### config.mk
export PLATFORM = sky130hd
export DESIGN_NAME = cog_gate
export DESIGN_NICKNAME = d
export VERILOG_FILES = /design/src/pkg/cog_pkg.sv /design/src/rtl/cog_sync3.sv /design/src/rtl/cog_gate.sv
export SDC_FILE = /design/constraint.sdc
export NUM_CORES = 1
export LEC_CHECK = 0
export BUFFER_PORTS_ARGS = -buffer_cell sky130_fd_sc_hd__buf_2
export CORE_ASPECT_RATIO = 1.4
export CORE_MARGIN = 1.5
export CORE_UTILIZATION = 45
export DETAILED_ROUTE_END_ITERATION = 12
export GPL_ROUTABILITY_DRIVEN = 0
export PLACE_DENSITY_LB_ADDON = 0.08
export SLEW_MARGIN = 5
export SYNTH_ARGS = -nofsm -noshare
export SYNTH_HDL_FRONTEND = slang
export SYNTH_SLANG_ARGS = --single-unit
### constraint.sdc
create_clock -name pclk -period 1.7 [get_ports pclk]
set_input_delay 0.425 -clock pclk [delete_from_list [all_inputs] [get_ports pclk]]
set_output_delay 0.425 -clock pclk [all_outputs]
set_load 0.02 [all_outputs]
### src/pkg/cog_pkg.sv
// Purpose: shared constants and types of the clock output gating block
// Assumes: single pclk domain at 20 MHz, APB register access
// Notes:   output groups travel as one packed struct, thirteen lanes wide
package cog_pkg;

    // ------------------------------------------------------------------
    // clocking and timing
    // ------------------------------------------------------------------
    localparam int unsigned PCLK_MHZ        = 20;
    localparam int unsigned PT_LOSS_NS      = 1000;  // no edge for this long means no platform clock
    localparam int unsigned PT_LOSS_CYC     = (PT_LOSS_NS * PCLK_MHZ) / 1000;
    localparam int unsigned PT_CNT_W        = 8;
    localparam logic [PT_CNT_W-1:0] PT_LOSS_MAX = PT_LOSS_CYC[PT_CNT_W-1:0];
    localparam logic [PT_CNT_W-1:0] PT_CNT_ZERO = 8'h00;
    localparam logic [PT_CNT_W-1:0] PT_CNT_ONE  = 8'h01;

    // ------------------------------------------------------------------
    // output lanes
    // ------------------------------------------------------------------
    localparam int unsigned NUM_OUTS = 13;

    typedef struct packed {
        logic       twenty_five_mhz_output;     // lane 12
        logic [5:0] muxable_clock_outputs;      // lanes 11..6
        logic [5:0] hundred_mhz_outputs;        // lanes 5..0
    } cog_outs_s;

    // ------------------------------------------------------------------
    // register map
    // ------------------------------------------------------------------
    localparam logic [11:0] ADDR_OUT_ENABLE = 12'h000;
    localparam logic [11:0] ADDR_STATUS     = 12'h004;
    localparam logic [12:0] OUT_ENABLE_RST  = 13'h1FFF;  // every output enabled after power-up
    localparam logic [31:0] RDATA_ZERO      = 32'h0000_0000;

    // status bit positions
    localparam int unsigned ST_PWR_GOOD   = 0;
    localparam int unsigned ST_PT_PRESENT = 1;
    localparam int unsigned ST_SRC_PT     = 2;
    localparam int unsigned ST_RUN_LSB    = 8;

endpackage : cog_pkg

### src/rtl/cog_sync3.sv
// Purpose: three flip-flop pin synchroniser with agreement filter
// Assumes: d is asynchronous to clk
// Notes:   q moves only once the second and third stages agree
`timescale 1ns/1ns
`default_nettype none
module cog_sync3 #(
    parameter logic RST_VAL = 1'b0
) (
    input  wire logic clk,
    input  wire logic rst_n,
    input  wire logic ce,
    input  wire logic d,
    output var  logic q
);

    logic s1_q;
    logic s2_q;
    logic s3_q;
    logic q_q;

    // ------------------------------------------------------------------
    // synchroniser chain, first stage read only by the second
    // ------------------------------------------------------------------
    always_ff @(posedge clk or negedge rst_n) begin
        if (!rst_n) begin
            s1_q <= RST_VAL;
            s2_q <= RST_VAL;
            s3_q <= RST_VAL;
        end else if (ce) begin
            s1_q <= d;
            s2_q <= s1_q;
            s3_q <= s2_q;
        end
    end

    // accept a level once stages two and three agree
    always_ff @(posedge clk or negedge rst_n) begin
        if (!rst_n) begin
            q_q <= RST_VAL;
        end else if (ce && (s2_q == s3_q)) begin
            q_q <= s3_q;
        end
    end

    assign q = q_q;

endmodule // cog_sync3
`default_nettype wire

### src/rtl/cog_gate.sv
// Purpose: source select and output gating of a multi-output reference clock generator
// Assumes: src_phase comes from synthesiser logic on pclk; pins pass through cog_sync3
// Notes:   enable register is reached over APB; writes need power good
//
// Local design decisions: the register addresses and the APB register port.
`timescale 1ns/1ns
`default_nettype none
// Notes on behaviour
// - lock local 25 MHz to platform clock
// - no platform clock: use local crystal
// - thirteen enable bits, one per output
// - enable bits active high, reset to one
// - 100 MHz outputs need power good and enable
// - mux and 25 MHz outputs likewise gated
// - disabled pair drives both lines low
// - open-drain missing flag when platform clock absent
// - enable writes only while power good high
module cog_gate
    import cog_pkg::*;
(
    input  wire logic                pclk,
    input  wire logic                presetn,
    input  wire logic                clk_en,
    // apb slave
    input  wire logic                psel,
    input  wire logic                penable,
    input  wire logic                pwrite,
    input  wire logic [11:0]         paddr,
    input  wire logic [31:0]         pwdata,
    input  wire logic [3:0]          pstrb,
    output var  logic [31:0]         prdata,
    output var  logic                pready,
    output var  logic                pslverr,
    // pins
    input  wire logic                power_good_in,
    input  wire logic                platform_time_clk_in,
    input  wire logic                crystal_or_ref_in,
    output var  logic                platform_time_missing_n_o,
    output var  logic                platform_time_missing_n_oe,
    // local reference
    output var  logic                ref_from_platform,
    output var  logic                local_ref_clk,
    // clock lanes
    input  wire cog_pkg::cog_outs_s  src_phase,
    output var  cog_pkg::cog_outs_s  out_true,
    output var  cog_pkg::cog_outs_s  out_comp
);

    import cog_pkg::*;

    // ------------------------------------------------------------------
    // declarations
    // ------------------------------------------------------------------
    logic                pg_s;
    logic                pt_s;
    logic                xtal_s;
    logic                pt_prev_q;
    logic [PT_CNT_W-1:0] pt_cnt_q;
    logic                pt_present_q;
    logic                local_ref_q;
    logic [12:0]         en_q;
    logic [12:0]         gate_q;
    logic [12:0]         gate_d;
    logic [12:0]         permit;
    logic [12:0]         phase;
    logic [12:0]         true_q;
    logic [12:0]         comp_q;
    logic [31:0]         prdata_q;
    logic                addr_ok;
    logic                wr_access;
    logic                rd_setup;

    // lane gate: a lane runs only with power good and its enable bit
    function automatic logic [12:0] lane_permit(input logic pg, input logic [12:0] en);
        lane_permit = pg ? en : 13'h0000;
    endfunction

    // ------------------------------------------------------------------
    // pin synchronisers
    // ------------------------------------------------------------------
    cog_sync3 #(.RST_VAL(1'b0)) u_sync_pg (
        .clk   (pclk),
        .rst_n (presetn),
        .ce    (clk_en),
        .d     (power_good_in),
        .q     (pg_s)
    );

    cog_sync3 #(.RST_VAL(1'b0)) u_sync_pt (
        .clk   (pclk),
        .rst_n (presetn),
        .ce    (clk_en),
        .d     (platform_time_clk_in),
        .q     (pt_s)
    );

    cog_sync3 #(.RST_VAL(1'b0)) u_sync_xtal (
        .clk   (pclk),
        .rst_n (presetn),
        .ce    (clk_en),
        .d     (crystal_or_ref_in),
        .q     (xtal_s)
    );

    // ------------------------------------------------------------------
    // platform clock activity detector
    // ------------------------------------------------------------------
    // any edge restarts the loss timer; timeout clears presence
    always_ff @(posedge pclk or negedge presetn) begin
        if (!presetn) begin
            pt_prev_q    <= 1'b0;
            pt_cnt_q     <= PT_CNT_ZERO;
            pt_present_q <= 1'b0;
        end else if (clk_en) begin
            pt_prev_q <= pt_s;
            if (pt_s != pt_prev_q) begin
                pt_cnt_q     <= PT_CNT_ZERO;
                pt_present_q <= 1'b1;
            end else if (pt_cnt_q >= PT_LOSS_MAX - PT_CNT_ONE) begin
                pt_present_q <= 1'b0;
            end else begin
                pt_cnt_q <= pt_cnt_q + PT_CNT_ONE;
            end
        end
    end

    // open drain: pull low while no platform clock is seen
    assign platform_time_missing_n_o  = 1'b0;
    assign platform_time_missing_n_oe = ~pt_present_q;

    // ------------------------------------------------------------------
    // local 25 MHz source selection
    // ------------------------------------------------------------------
    // follow platform clock when present, else the crystal
    always_ff @(posedge pclk or negedge presetn) begin
        if (!presetn) begin
            local_ref_q <= 1'b0;
        end else if (clk_en) begin
            if (pt_present_q) begin
                local_ref_q <= pt_s;
            end else begin
                local_ref_q <= xtal_s;
            end
        end
    end

    assign ref_from_platform = pt_present_q;
    assign local_ref_clk     = local_ref_q;

    // ------------------------------------------------------------------
    // apb slave
    // ------------------------------------------------------------------
    assign addr_ok   = (paddr == ADDR_OUT_ENABLE) || (paddr == ADDR_STATUS);
    assign wr_access = psel && penable && pwrite && (paddr == ADDR_OUT_ENABLE) && pg_s;
    assign rd_setup  = psel && !penable && !pwrite;
    assign pready    = 1'b1;
    // unmapped address, or enable write without power good, errors
    assign pslverr   = psel && penable &&
                       (!addr_ok || (pwrite && (paddr == ADDR_OUT_ENABLE) && !pg_s));

    // enable register, byte lanes over the low thirteen bits
    always_ff @(posedge pclk or negedge presetn) begin
        if (!presetn) begin
            en_q <= OUT_ENABLE_RST;
        end else if (clk_en && wr_access) begin
            if (pstrb[0]) begin
                en_q[7:0] <= pwdata[7:0];
            end
            if (pstrb[1]) begin
                en_q[12:8] <= pwdata[12:8];
            end
        end
    end

    // read data registered in the setup cycle
    always_ff @(posedge pclk or negedge presetn) begin
        if (!presetn) begin
            prdata_q <= RDATA_ZERO;
        end else if (clk_en && rd_setup) begin
            prdata_q <= RDATA_ZERO;
            if (paddr == ADDR_OUT_ENABLE) begin
                prdata_q[12:0] <= en_q;
            end else if (paddr == ADDR_STATUS) begin
                prdata_q[ST_PWR_GOOD]               <= pg_s;
                prdata_q[ST_PT_PRESENT]             <= pt_present_q;
                prdata_q[ST_SRC_PT]                 <= pt_present_q;
                prdata_q[ST_RUN_LSB +: NUM_OUTS]    <= gate_q;
            end
        end
    end

    assign prdata = prdata_q;

    // ------------------------------------------------------------------
    // output gating
    // ------------------------------------------------------------------
    assign phase  = src_phase;
    assign permit = lane_permit(pg_s, en_q);

    // a lane changes state only while its source is low
    always_comb begin
        gate_d = gate_q;
        for (int i = 0; i < NUM_OUTS; i++) begin
            if (!phase[i]) begin
                gate_d[i] = permit[i];
            end
        end
    end

    always_ff @(posedge pclk or negedge presetn) begin
        if (!presetn) begin
            gate_q <= 13'h0000;
        end else if (clk_en) begin
            gate_q <= gate_d;
        end
    end

    // disabled pair: both lines low
    always_ff @(posedge pclk or negedge presetn) begin
        if (!presetn) begin
            true_q <= 13'h0000;
            comp_q <= 13'h0000;
        end else if (clk_en) begin
            true_q <= gate_d & phase;
            comp_q <= gate_d & ~phase;
        end
    end

    assign out_true = true_q;
    assign out_comp = comp_q;

endmodule // cog_gate
`default_nettype wire

### Word level (Yosys, flattened, before mapping)

Index checks and enable logic that the tools add are counted.

| cells by class | value |
|---|---|
| add/subtract/negate cells | 1 |
| magnitude comparators | 1 |
| equality and inequality tests | 6 |
| mux-type cells | 25 |
| bitwise operators | 4 |
| reductions and logical operators | 26 |

Operators by type and width:

| operator | number |
|---|---|
| 13-bit AND | 2 |
| 13-bit two-way mux | 2 |
| 8-bit two-way mux | 3 |
| 1-bit two-way mux | 16 |
| 1-bit logical AND | 14 |
| 13-bit inverter | 1 |
| 12-bit by 3-bit equality test with 1-bit output (second input constant) | 1 |
| 12-bit logical NOT | 1 |
| 5-bit two-way mux | 2 |
| 8-bit by 1-bit adder with 8-bit output (second input constant) | 1 |
| 8-bit by 5-bit >= comparator with 1-bit output (second input constant) | 1 |
| 2-bit AND reduction | 4 |
| 3-bit two-way mux | 2 |
| 1-bit logical NOT | 4 |
| 1-bit equality test | 3 |
| 1-bit logical OR | 2 |
| 2-bit != test (second input constant) | 1 |
| 2-bit nonzero test | 1 |
| 1-bit != test | 1 |
| 1-bit inverter | 1 |

| word-level totals | value |
|---|---|
| flip-flop bits (word level) | 96 |
| bits of input ports | 70 |
| output and inout port bits | 64 |
| logic and storage cells | 85 |

### Longest topological paths before layout

Gate-level depths: netlist of run 1.

| depth | value |
|---|---|
| word-level depth | 6 |
| gate-level depth with buffers | 5 |

### Cells and area by module

From an unflattened synthesis of run 1, not the netlist that was laid out.

| unflattened totals | value |
|---|---|
| cells, all modules | 343 |
| area, all modules | 3996.3 µm² |

By module, submodules not included:

| module | times used | cells an instance | area each (µm²) | seq. area each (µm²) |
|---|---|---|---|---|
| cog_gate | 1 | 313 | 3527.1 | 2118.3 |
| cog_sync3 | 3 | 10 | 156.4 | 100.1 |

### Least setup slack after synthesis of run 1

Ideal clock, no wire load.

| path | value |
|---|---|
| kind | in2out |
| start point | input paddr[2] |
| end point | output pslverr |
| arrival | 1.551 ns |
| data required time | 1.275 ns |
| slack | -0.276 ns |
| stages | 3 |
| path through | clkbuf_1 -> or3b_2 -> a21oi_1 |

| on the way | value |
|---|---|
| longest elaborated chain between the ends | 5 |
| elaborated cells on any way between the ends | 8 |
| those cells by class | 1 x eq/ne; 7 x reduce/logical |

RTL lines:

| item | RTL line | source |
|---|---|---|
| start, declared | cog_gate.sv:28 | `input wire logic [11:0] paddr,` |
| 12-bit by 3-bit equality test with 1-bit output or 12-bit logical NOT (tied branches) | cog_gate.sv:153, cog_gate.sv:159 |  |
| 1-bit logical OR or 1-bit logical AND (tied branches) | cog_gate.sv:153, cog_gate.sv:159 |  |
| 1-bit logical NOT or 1-bit logical AND (tied branches) | cog_gate.sv:159 | `(!addr_ok \|\| (pwrite && (paddr == ADDR_OUT_ENABLE) && !pg_s));` |
| 1-bit logical OR (*) | cog_gate.sv:159 |  |
| 1-bit logical AND (*) | cog_gate.sv:158 | `assign pslverr = psel && penable &&` |
| end, declared | cog_gate.sv:33 | `output var logic pslverr,` |

Mark *: on every way between the ends. The rest lies on a longest branch, timed or not.

### Final worst setup path of run 1

| path | value |
|---|---|
| start point | register u_sync_pg.q_q, in the netlist u_sync_pg.q |
| end point | output pslverr |

| on the way | value |
|---|---|
| longest elaborated chain between the ends | 4 |

RTL lines:

| item | RTL line | source |
|---|---|---|
| start, declared | cog_sync3.sv:19 | `logic q_q;` |
| start signal, assigned | cog_sync3.sv:41 | `q_q <= s3_q;` |
| 1-bit logical NOT | cog_gate.sv:159 |  |
| 1-bit logical AND | cog_gate.sv:159 |  |
| 1-bit logical OR | cog_gate.sv:159 |  |
| 1-bit logical AND | cog_gate.sv:158 |  |

Every way passes these cells.

==> results of run 1 <==
[cell families after synthesis]
group,Yosys count,share of synthesized area
simple gates,82,0.123
other cells,2,0.00184
flops,96,0.594
compound gates,78,0.111
fa+ha+maj,1,0.00307
xor+xnor,4,0.00860
mux,30,0.0872
buf+inv,59,0.0716
[worst max-delay path by stage]
stage	start	endpoint	slack [ns]
after floorplan	paddr[2]	pslverr	0.06
after global placement	paddr[9]	pslverr	-0.14
after detailed placement	paddr[9]	en_q[7]$_DFFE_PN1P_	-0.15
after CTS	u_sync_pg.q$_DFFE_PN0P_	pslverr	-0.16
after global routing	u_sync_pg.q$_DFFE_PN0P_	pslverr	-0.16
final	u_sync_pg.q$_DFFE_PN0P_	pslverr	-0.14
[per-layer routing]
| metal | GRT usage | part of all wire |
|---|---|---|
| met2 | 0.347 | 0.50 |
| met3 | 0.0349 | 0.040 |
| met1 | 0.250 | 0.44 |
| met5 | 0 | 0 |
| met4 | 0.0995 | 0.022 |
[registers in the layout, summed over array words and instances (netlist names), 8 cells and up]
| signal | flops |
|---|---|
| out_comp | 13 |
| prdata | 21 |
| pt_cnt_q | 8 |
| gate_q | 13 |
| out_true | 13 |
| en_q | 13 |
[area by class of cell]
cell class              count  share of cell area
clock inverters             2             0.00249
inverters                  31              0.0232
clock buffers              14              0.0545
multi-input cells         208               0.282
repair buffers            112               0.130
flip-flops and latches     96               0.482
well taps                 105              0.0261
[power by group through the flow]
stage / logic (W) / clock network (W) / registers (W)
detailed placement: 0.000573 / 0 / 0.00254
CTS: 0.000603 / 0.00199 / 0.00249
floorplan: 0.000362 / 0 / 0.00252
global route: 0.000664 / 0.00207 / 0.00251
global placement: 0.000556 / 0 / 0.00254
finish: 0.000595 / 0.00194 / 0.00249
[per-stage QoR]
stage	cell area [µm²]	total power [W]	utilization	hold WS [ns]
2_1_floorplan	4130	0.00288	-	0.129
5_1_grt	5020	0.00524	0.577	0.0416
6_report	5020	0.00503	0.577	0.0220
4_1_cts	5020	0.00509	0.577	0.0221
3_5_place_dp	4720	0.00312	0.542	0.388
3_3_place_gp	4720	0.00309	0.542	0.388
[Yosys cell counts (2+ instances only)]
cell,number,area [µm²]
clkbuf_1,10,37.5
mux2_4,8,120
conb_1,2,7.51
and2_1,4,25.0
mux2_2,7,78.8
nand3_1,13,65.1
buf_4,14,105
buf_6,2,22.5
nand4_1,2,12.5
dfstp_2,13,342
a21oi_1,5,25.0
nor2_1,6,22.5
a22o_1,13,114
nand4b_1,14,123
inv_1,30,113
o21ai_0,57,285
nand2_1,27,101
mux2i_1,10,100
dfrtp_1,83,2080
nor4_2,2,25.0
buf_2,2,10.0
mux2_1,5,56.3
xor2_1,4,35.0
[repair_timing]
item | 4_1_cts | 5_1_grt
resized for setup | 3 | 0
buffers inserted | 1 | 0
setup endpoints to repair | 1 | 1
hold endpoints to repair | 0 | 0
pin swaps | 0 | 0
==> run_results.csv, run 1 <==
group,metric,value,unit
critical_path,cp.depth,3,
critical_path,worstSetupStartpointType,"register",
timing,fmax,545,MHz
clock_tree,htreeDepth,3,
final_layout,num-fill-cells,753,
critical_path,cp_top_family,"flip-flops",
die,initial_utilization,0.468,
critical_path,worst_ep_arrival_time,1.41,ns
synthesis,synthCells,352,
pwr,power.switching,0.00128,W
grt,antenna_found_initial,0,
final_layout,final_cell_mix,"buf_2 (97), dfrtp_1 (82), o21ai_0 (57)",
pwr,seqPwrFrac,0.496,
clock_tree,clk_pin_slew_worst_paths,0.06,ns
place,post-place-cells,551,
place,dp_hpwl,6580,µm
critical_path,reg2reg_depth,5,
timing,timing.final.ws_setup,-0.135,ns
synthesis,synth_area_per_cell,11.6,µm²
synthesis,yosysSeqAreaShare,0.594,
pwr,powerDensity,1000,nW/µm²
routing,drc,0,
timing,slew_viol_final,0,
pwr,p_comb_frac,0.118,
critical_path,cp_max_fo,2,
critical_path,crit_type,"reg2out",
final_layout,layout.nets,529,
die,dieArea,9640,µm²
timing,fin_skew,0.00418,ns
routing,drt_wl_total,9310,µm
critical_path,cpPeakStageDelay,0.42,ns
clock_tree,clk_latency,0.34,ns
routing,routed_via_density,5.15,
routing,ant_nets,0,
critical_path,required,1.27,ns
pwr,switching_share,0.255,
grt,grt_pass1_wl,15000,µm
final_layout,instances_no_fill,568,
grt,grt.total_usage,0.202,
critical_path,crit_chain,"or3b_4 -> a21oi_4 -> buf_6",
routing,post_drt_wl_per_cell,16.4,µm
critical_path,timing.rr.start,"pt_cnt_q[0]$_DFFE_PN0P_",
synthesis,postSynthRegisterBits,96,
final_layout,area_delta_synth_final,23.3,%
place,dp_slack,-0.149,ns
timing,final.setup.tns,-0.135,ns
timing,rsz0062_at_grt,"yes",
timing,period_minus_slack,1.84,ns
outcome,status,"finished with violations",
synthesis,synth_ff_type,"dfrtp_1",
synthesis,synthArstFlopShare,1.00,
place,io_buffers,99,
die,rows,40,
outcome,violations,"setup timing",
final_layout,multi_input_area,1420,µm²
grt,grt_start_max_net_pins,53,
critical_path,cp_slowest_cell,"dfrtp_2",
timing,setup_violations,1,
synthesis,netlist_area,4070,µm²
critical_path,rrSetupSlack,0.24,ns
clock_tree,cts_buffers,9,
pwr,ir_drop,0.827,mV
final_layout,layout-drive-gt1-share,0.359,
pwr,p_int,0.00375,W
synthesis,synth_edf_count,0,
die,core,8710,µm²
grt,grt_pass1_vias,2979,
die,io_pins,134,
grt,overflow,0,
clock_tree,hold_buffers,0,
clock_tree,cts_buffer_depth,2,
final_layout,final_common_cell,"buf_2",
routing,drt_iter0_markers,154,
synthesis,yosysWarnings,0,
clock_tree,cts_tree,"yes",
die,die_x,83.4,µm
critical_path,rr_endpoint,"pt_cnt_q[1]$_DFFE_PN0P_",
hold_path,hold_class,"in2async",
synthesis,synth.distinct_cells,42,
critical_path,worstSetupEndpointType,"primary output",
timing,post-route-period-util,1.08,
pwr,p_leak,2.57,nW
final_layout,antenna_cells,0,
flow_run,drv_cap,0,
die,die_y,116,µm
final_layout,seq_area,2420,µm²
critical_path,critPathBufInv,1,
clock_tree,clock-sinks,96,
clock_tree,clockRootBuffer,"clkbuf_16",
pwr,pwr-share-clk,0.385,
timing,final_hold_viol_count,0,
routing,first_pass_iters,4,
routing,num_vias,2927,
(Power assumes the default switching activity.)
==> run 2: changes to the inputs <==
--- a/config.mk
+++ b/config.mk
@@ -15,4 +15,5 @@
 export SLEW_MARGIN = 5
 export SYNTH_ARGS = -nofsm -noshare
 export SYNTH_HDL_FRONTEND = slang
+export SYNTH_HIERARCHICAL = 1
 export SYNTH_SLANG_ARGS = --single-unit
==> run_results.csv, run 2 <==
group,metric,value,unit
timing,setup_violations,1,
critical_path,crit_chain,"or3b_4 -> a21oi_4 -> buf_6",
die,initial_utilization,0.464,
clock_tree,clk_latency,0.34,ns
die,io_pins,134,
grt,antenna_found_initial,1,
synthesis,netlist_area,4000,µm²
timing,final_hold_viol_count,3,
synthesis,synth.area.top_cells,"dfrtp_1 (52%), dfstp_2 (8.5%), mux2_2 (6.5%)",
final_layout,final_cell_mix,"buf_2 (97), dfrtp_1 (83), o21ai_0 (48)",
routing,post_drt_wl_per_cell,15.9,µm
critical_path,reg2reg_depth,6,
clock_tree,clockRootBuffer,"clkbuf_16",
die,die_y,115,µm
timing,worst_hold_slack,-0.00267,ns
pwr,powerDensity,986,nW/µm²
routing,num_vias,2933,
timing,post-route-period-util,1.05,
synthesis,synth_ff_type,"dfrtp_1",
clock_tree,cts_buffer_depth,2,
timing,fin_skew,0.00518,ns
clock_tree,cts_buffers,9,
grt,overflow,0,
grt,grt_pass1_wl,14100,µm
critical_path,cp_slowest_cell,"dfrtp_1",
final_layout,instances_no_fill,571,
synthesis,synth_area_per_cell,11.7,µm²
routing,drt_iter0_markers,152,
synthesis,yosysSeqAreaShare,0.605,
outcome,status,"finished with violations",
critical_path,cp_top_family,"flip-flops",
place,io_buffers,99,
routing,drt_wl_total,9070,µm
pwr,ir_drop,0.614,mV
routing,first_pass_iters,4,
critical_path,required,1.27,ns
clock_tree,clk_pin_slew_worst_paths,0.06,ns
place,dp_hpwl,6410,µm
clock_tree,clock-sinks,96,
critical_path,cpPeakStageDelay,0.38,ns
grt,grt_start_max_net_pins,44,
final_layout,layout.nets,531,
clock_tree,hold_buffers,0,
die,die_x,82.6,µm
routing,routed_via_density,5.14,
place,dpl_cell_area,4720,µm²
synthesis,synth.most_common_cell,"dfrtp_1",
synthesis,yosysTopAreaCellShare,0.520,
place,dp_slack,-0.211,ns
critical_path,worstSetupEndpointType,"primary output",
critical_path,cp_max_fo,2,
final_layout,stdcell_area,5030,µm²
die,dieArea,9460,µm²
routing,ant_nets,0,
place,post-place-cells,553,
critical_path,cp.depth,3,
synthesis,synth_area_leader_cell,"dfrtp_1",
synthesis,synth_edf_count,0,
timing,slew_viol_final,0,
timing,period_minus_slack,1.78,ns
die,rows,40,
synthesis,synth.top_cells.by_count,"dfrtp_1 (83), o21ai_0 (48), inv_1 (27)",
synthesis,postSynthRegisterBits,96,
grt,grt.total_usage,0.203,
flow_run,drv_cap,0,
grt,grt_pass1_vias,2888,
timing,rsz0062_at_grt,"yes",
critical_path,critPathBufInv,1,
final_layout,fin_util,0.584,
critical_path,worstSetupStartpointType,"register",
synthesis,synthArstFlopShare,1.00,
clock_tree,cts_tree,"yes",
clock_tree,htreeDepth,3,
critical_path,crit_type,"reg2out",
synthesis,synth.distinct_cells,36,
final_layout,area_delta_synth_final,25.8,%
final_layout,final_common_cell,"buf_2",
die,core,8610,µm²
routing,drc,0,
timing,fmax,563,MHz
pwr,p_leak,2.57,nW
critical_path,worst_ep_arrival_time,1.35,ns
synthesis,synthCells,343,
final_layout,largest_reg_flops,21,
synthesis,yosysWarnings,6,
outcome,violations,"hold timing, setup timing",
final_layout,layout-drive-gt1-share,0.378,
timing,timing.final.ws_setup,-0.0766,ns
hold_path,hold_class,"in2async",
[run 2: cell count changes after synthesis, sizes merged, moves of 3 or more]
cell   change
a21o       +3
a22o       +3
inv        -3
mux2       +3
nand2      -3
o21ai      -9
[run 2: per-stage QoR]
| step | TNS [ns] | total power [W] |
|---|---|---|
| 2_1_floorplan | 0 | 0.00288 |
| 3_3_place_gp | -2.82 | 0.00311 |
| 3_5_place_dp | -3.16 | 0.00314 |
| 4_1_cts | -0.0922 | 0.00499 |
| 5_1_grt | -0.112 | 0.00515 |
| 6_report | -0.0766 | 0.00495 |
[run 2: power by group]
part / switching, W / internal (W) / leakage (nW) / total [W]
logic: 0.000342 / 0.000268 / 1.19 / 0.000610
registers: 0.0000942 / 0.00240 / 1.25 / 0.00250
clock network: 0.000814 / 0.00103 / 0.128 / 0.00185
total: 0.00125 / 0.00370 / 2.57 / 0.00495
[run 2: final cells by class]
class	count	area [µm²]
antenna	1	2.50
clock buffer	15	258
clock inverter	1	5.00
fill	761	3580
inverter	28	105
multi-input combinational	205	1410
sequential	96	2420
tap	105	131
timing repair buffer	120	699
[run 2: cells by family (layout without fill, tap and decap cells)]
kind of cell             count (synthesis)  after routing  synth area share
XOR/XNOR                                 4              4           0.00877
AND/OR/NAND/NOR                         81             81             0.117
buffers and inverters                   53            164            0.0632
AO/OA/AOI/OAI                           73             73             0.111
flip-flops                              96             96             0.605
other                                    2             14           0.00188
multiplexers                            33             33            0.0899
adder cells (fa/ha/maj)                  1              1           0.00313
[run 2: timing repair]
| action | in CTS | in global routing |
|---|---|---|
| setup endpoints to repair | 1 | 1 |
| resized for setup | 4 | 3 |
| pin swaps | 1 | 0 |
| buffers inserted | 1 | 0 |
[run 2: worst paths after layout]
path	from	endpoint	slack (ns)
min reg2reg	prdata[12]$_DFFE_PN0P_	prdata[12]$_DFFE_PN0P_	0.48
min	presetn	prdata[5]$_DFFE_PN0P_	-0.003
max in group asynchronous	presetn	en_q[8]$_DFFE_PN1P_	1.10
min in group pclk	crystal_or_ref_in	u_sync_xtal/s1_q$_DFFE_PN0P_	0.32
max reg2reg	u_sync_pg/q$_DFFE_PN0P_	en_q[6]$_DFFE_PN1P_	0.20
max	u_sync_pg/q$_DFFE_PN0P_	pslverr	-0.08
[run 2: routing by layer]
metal / wire, µm / share of wire / GRT usage
met5: 0 / 0 / 0
met3: 329 / 0.036 / 0.0359
met4: 213 / 0.023 / 0.0978
met2: 4730 / 0.52 / 0.344
met1: 3800 / 0.42 / 0.244
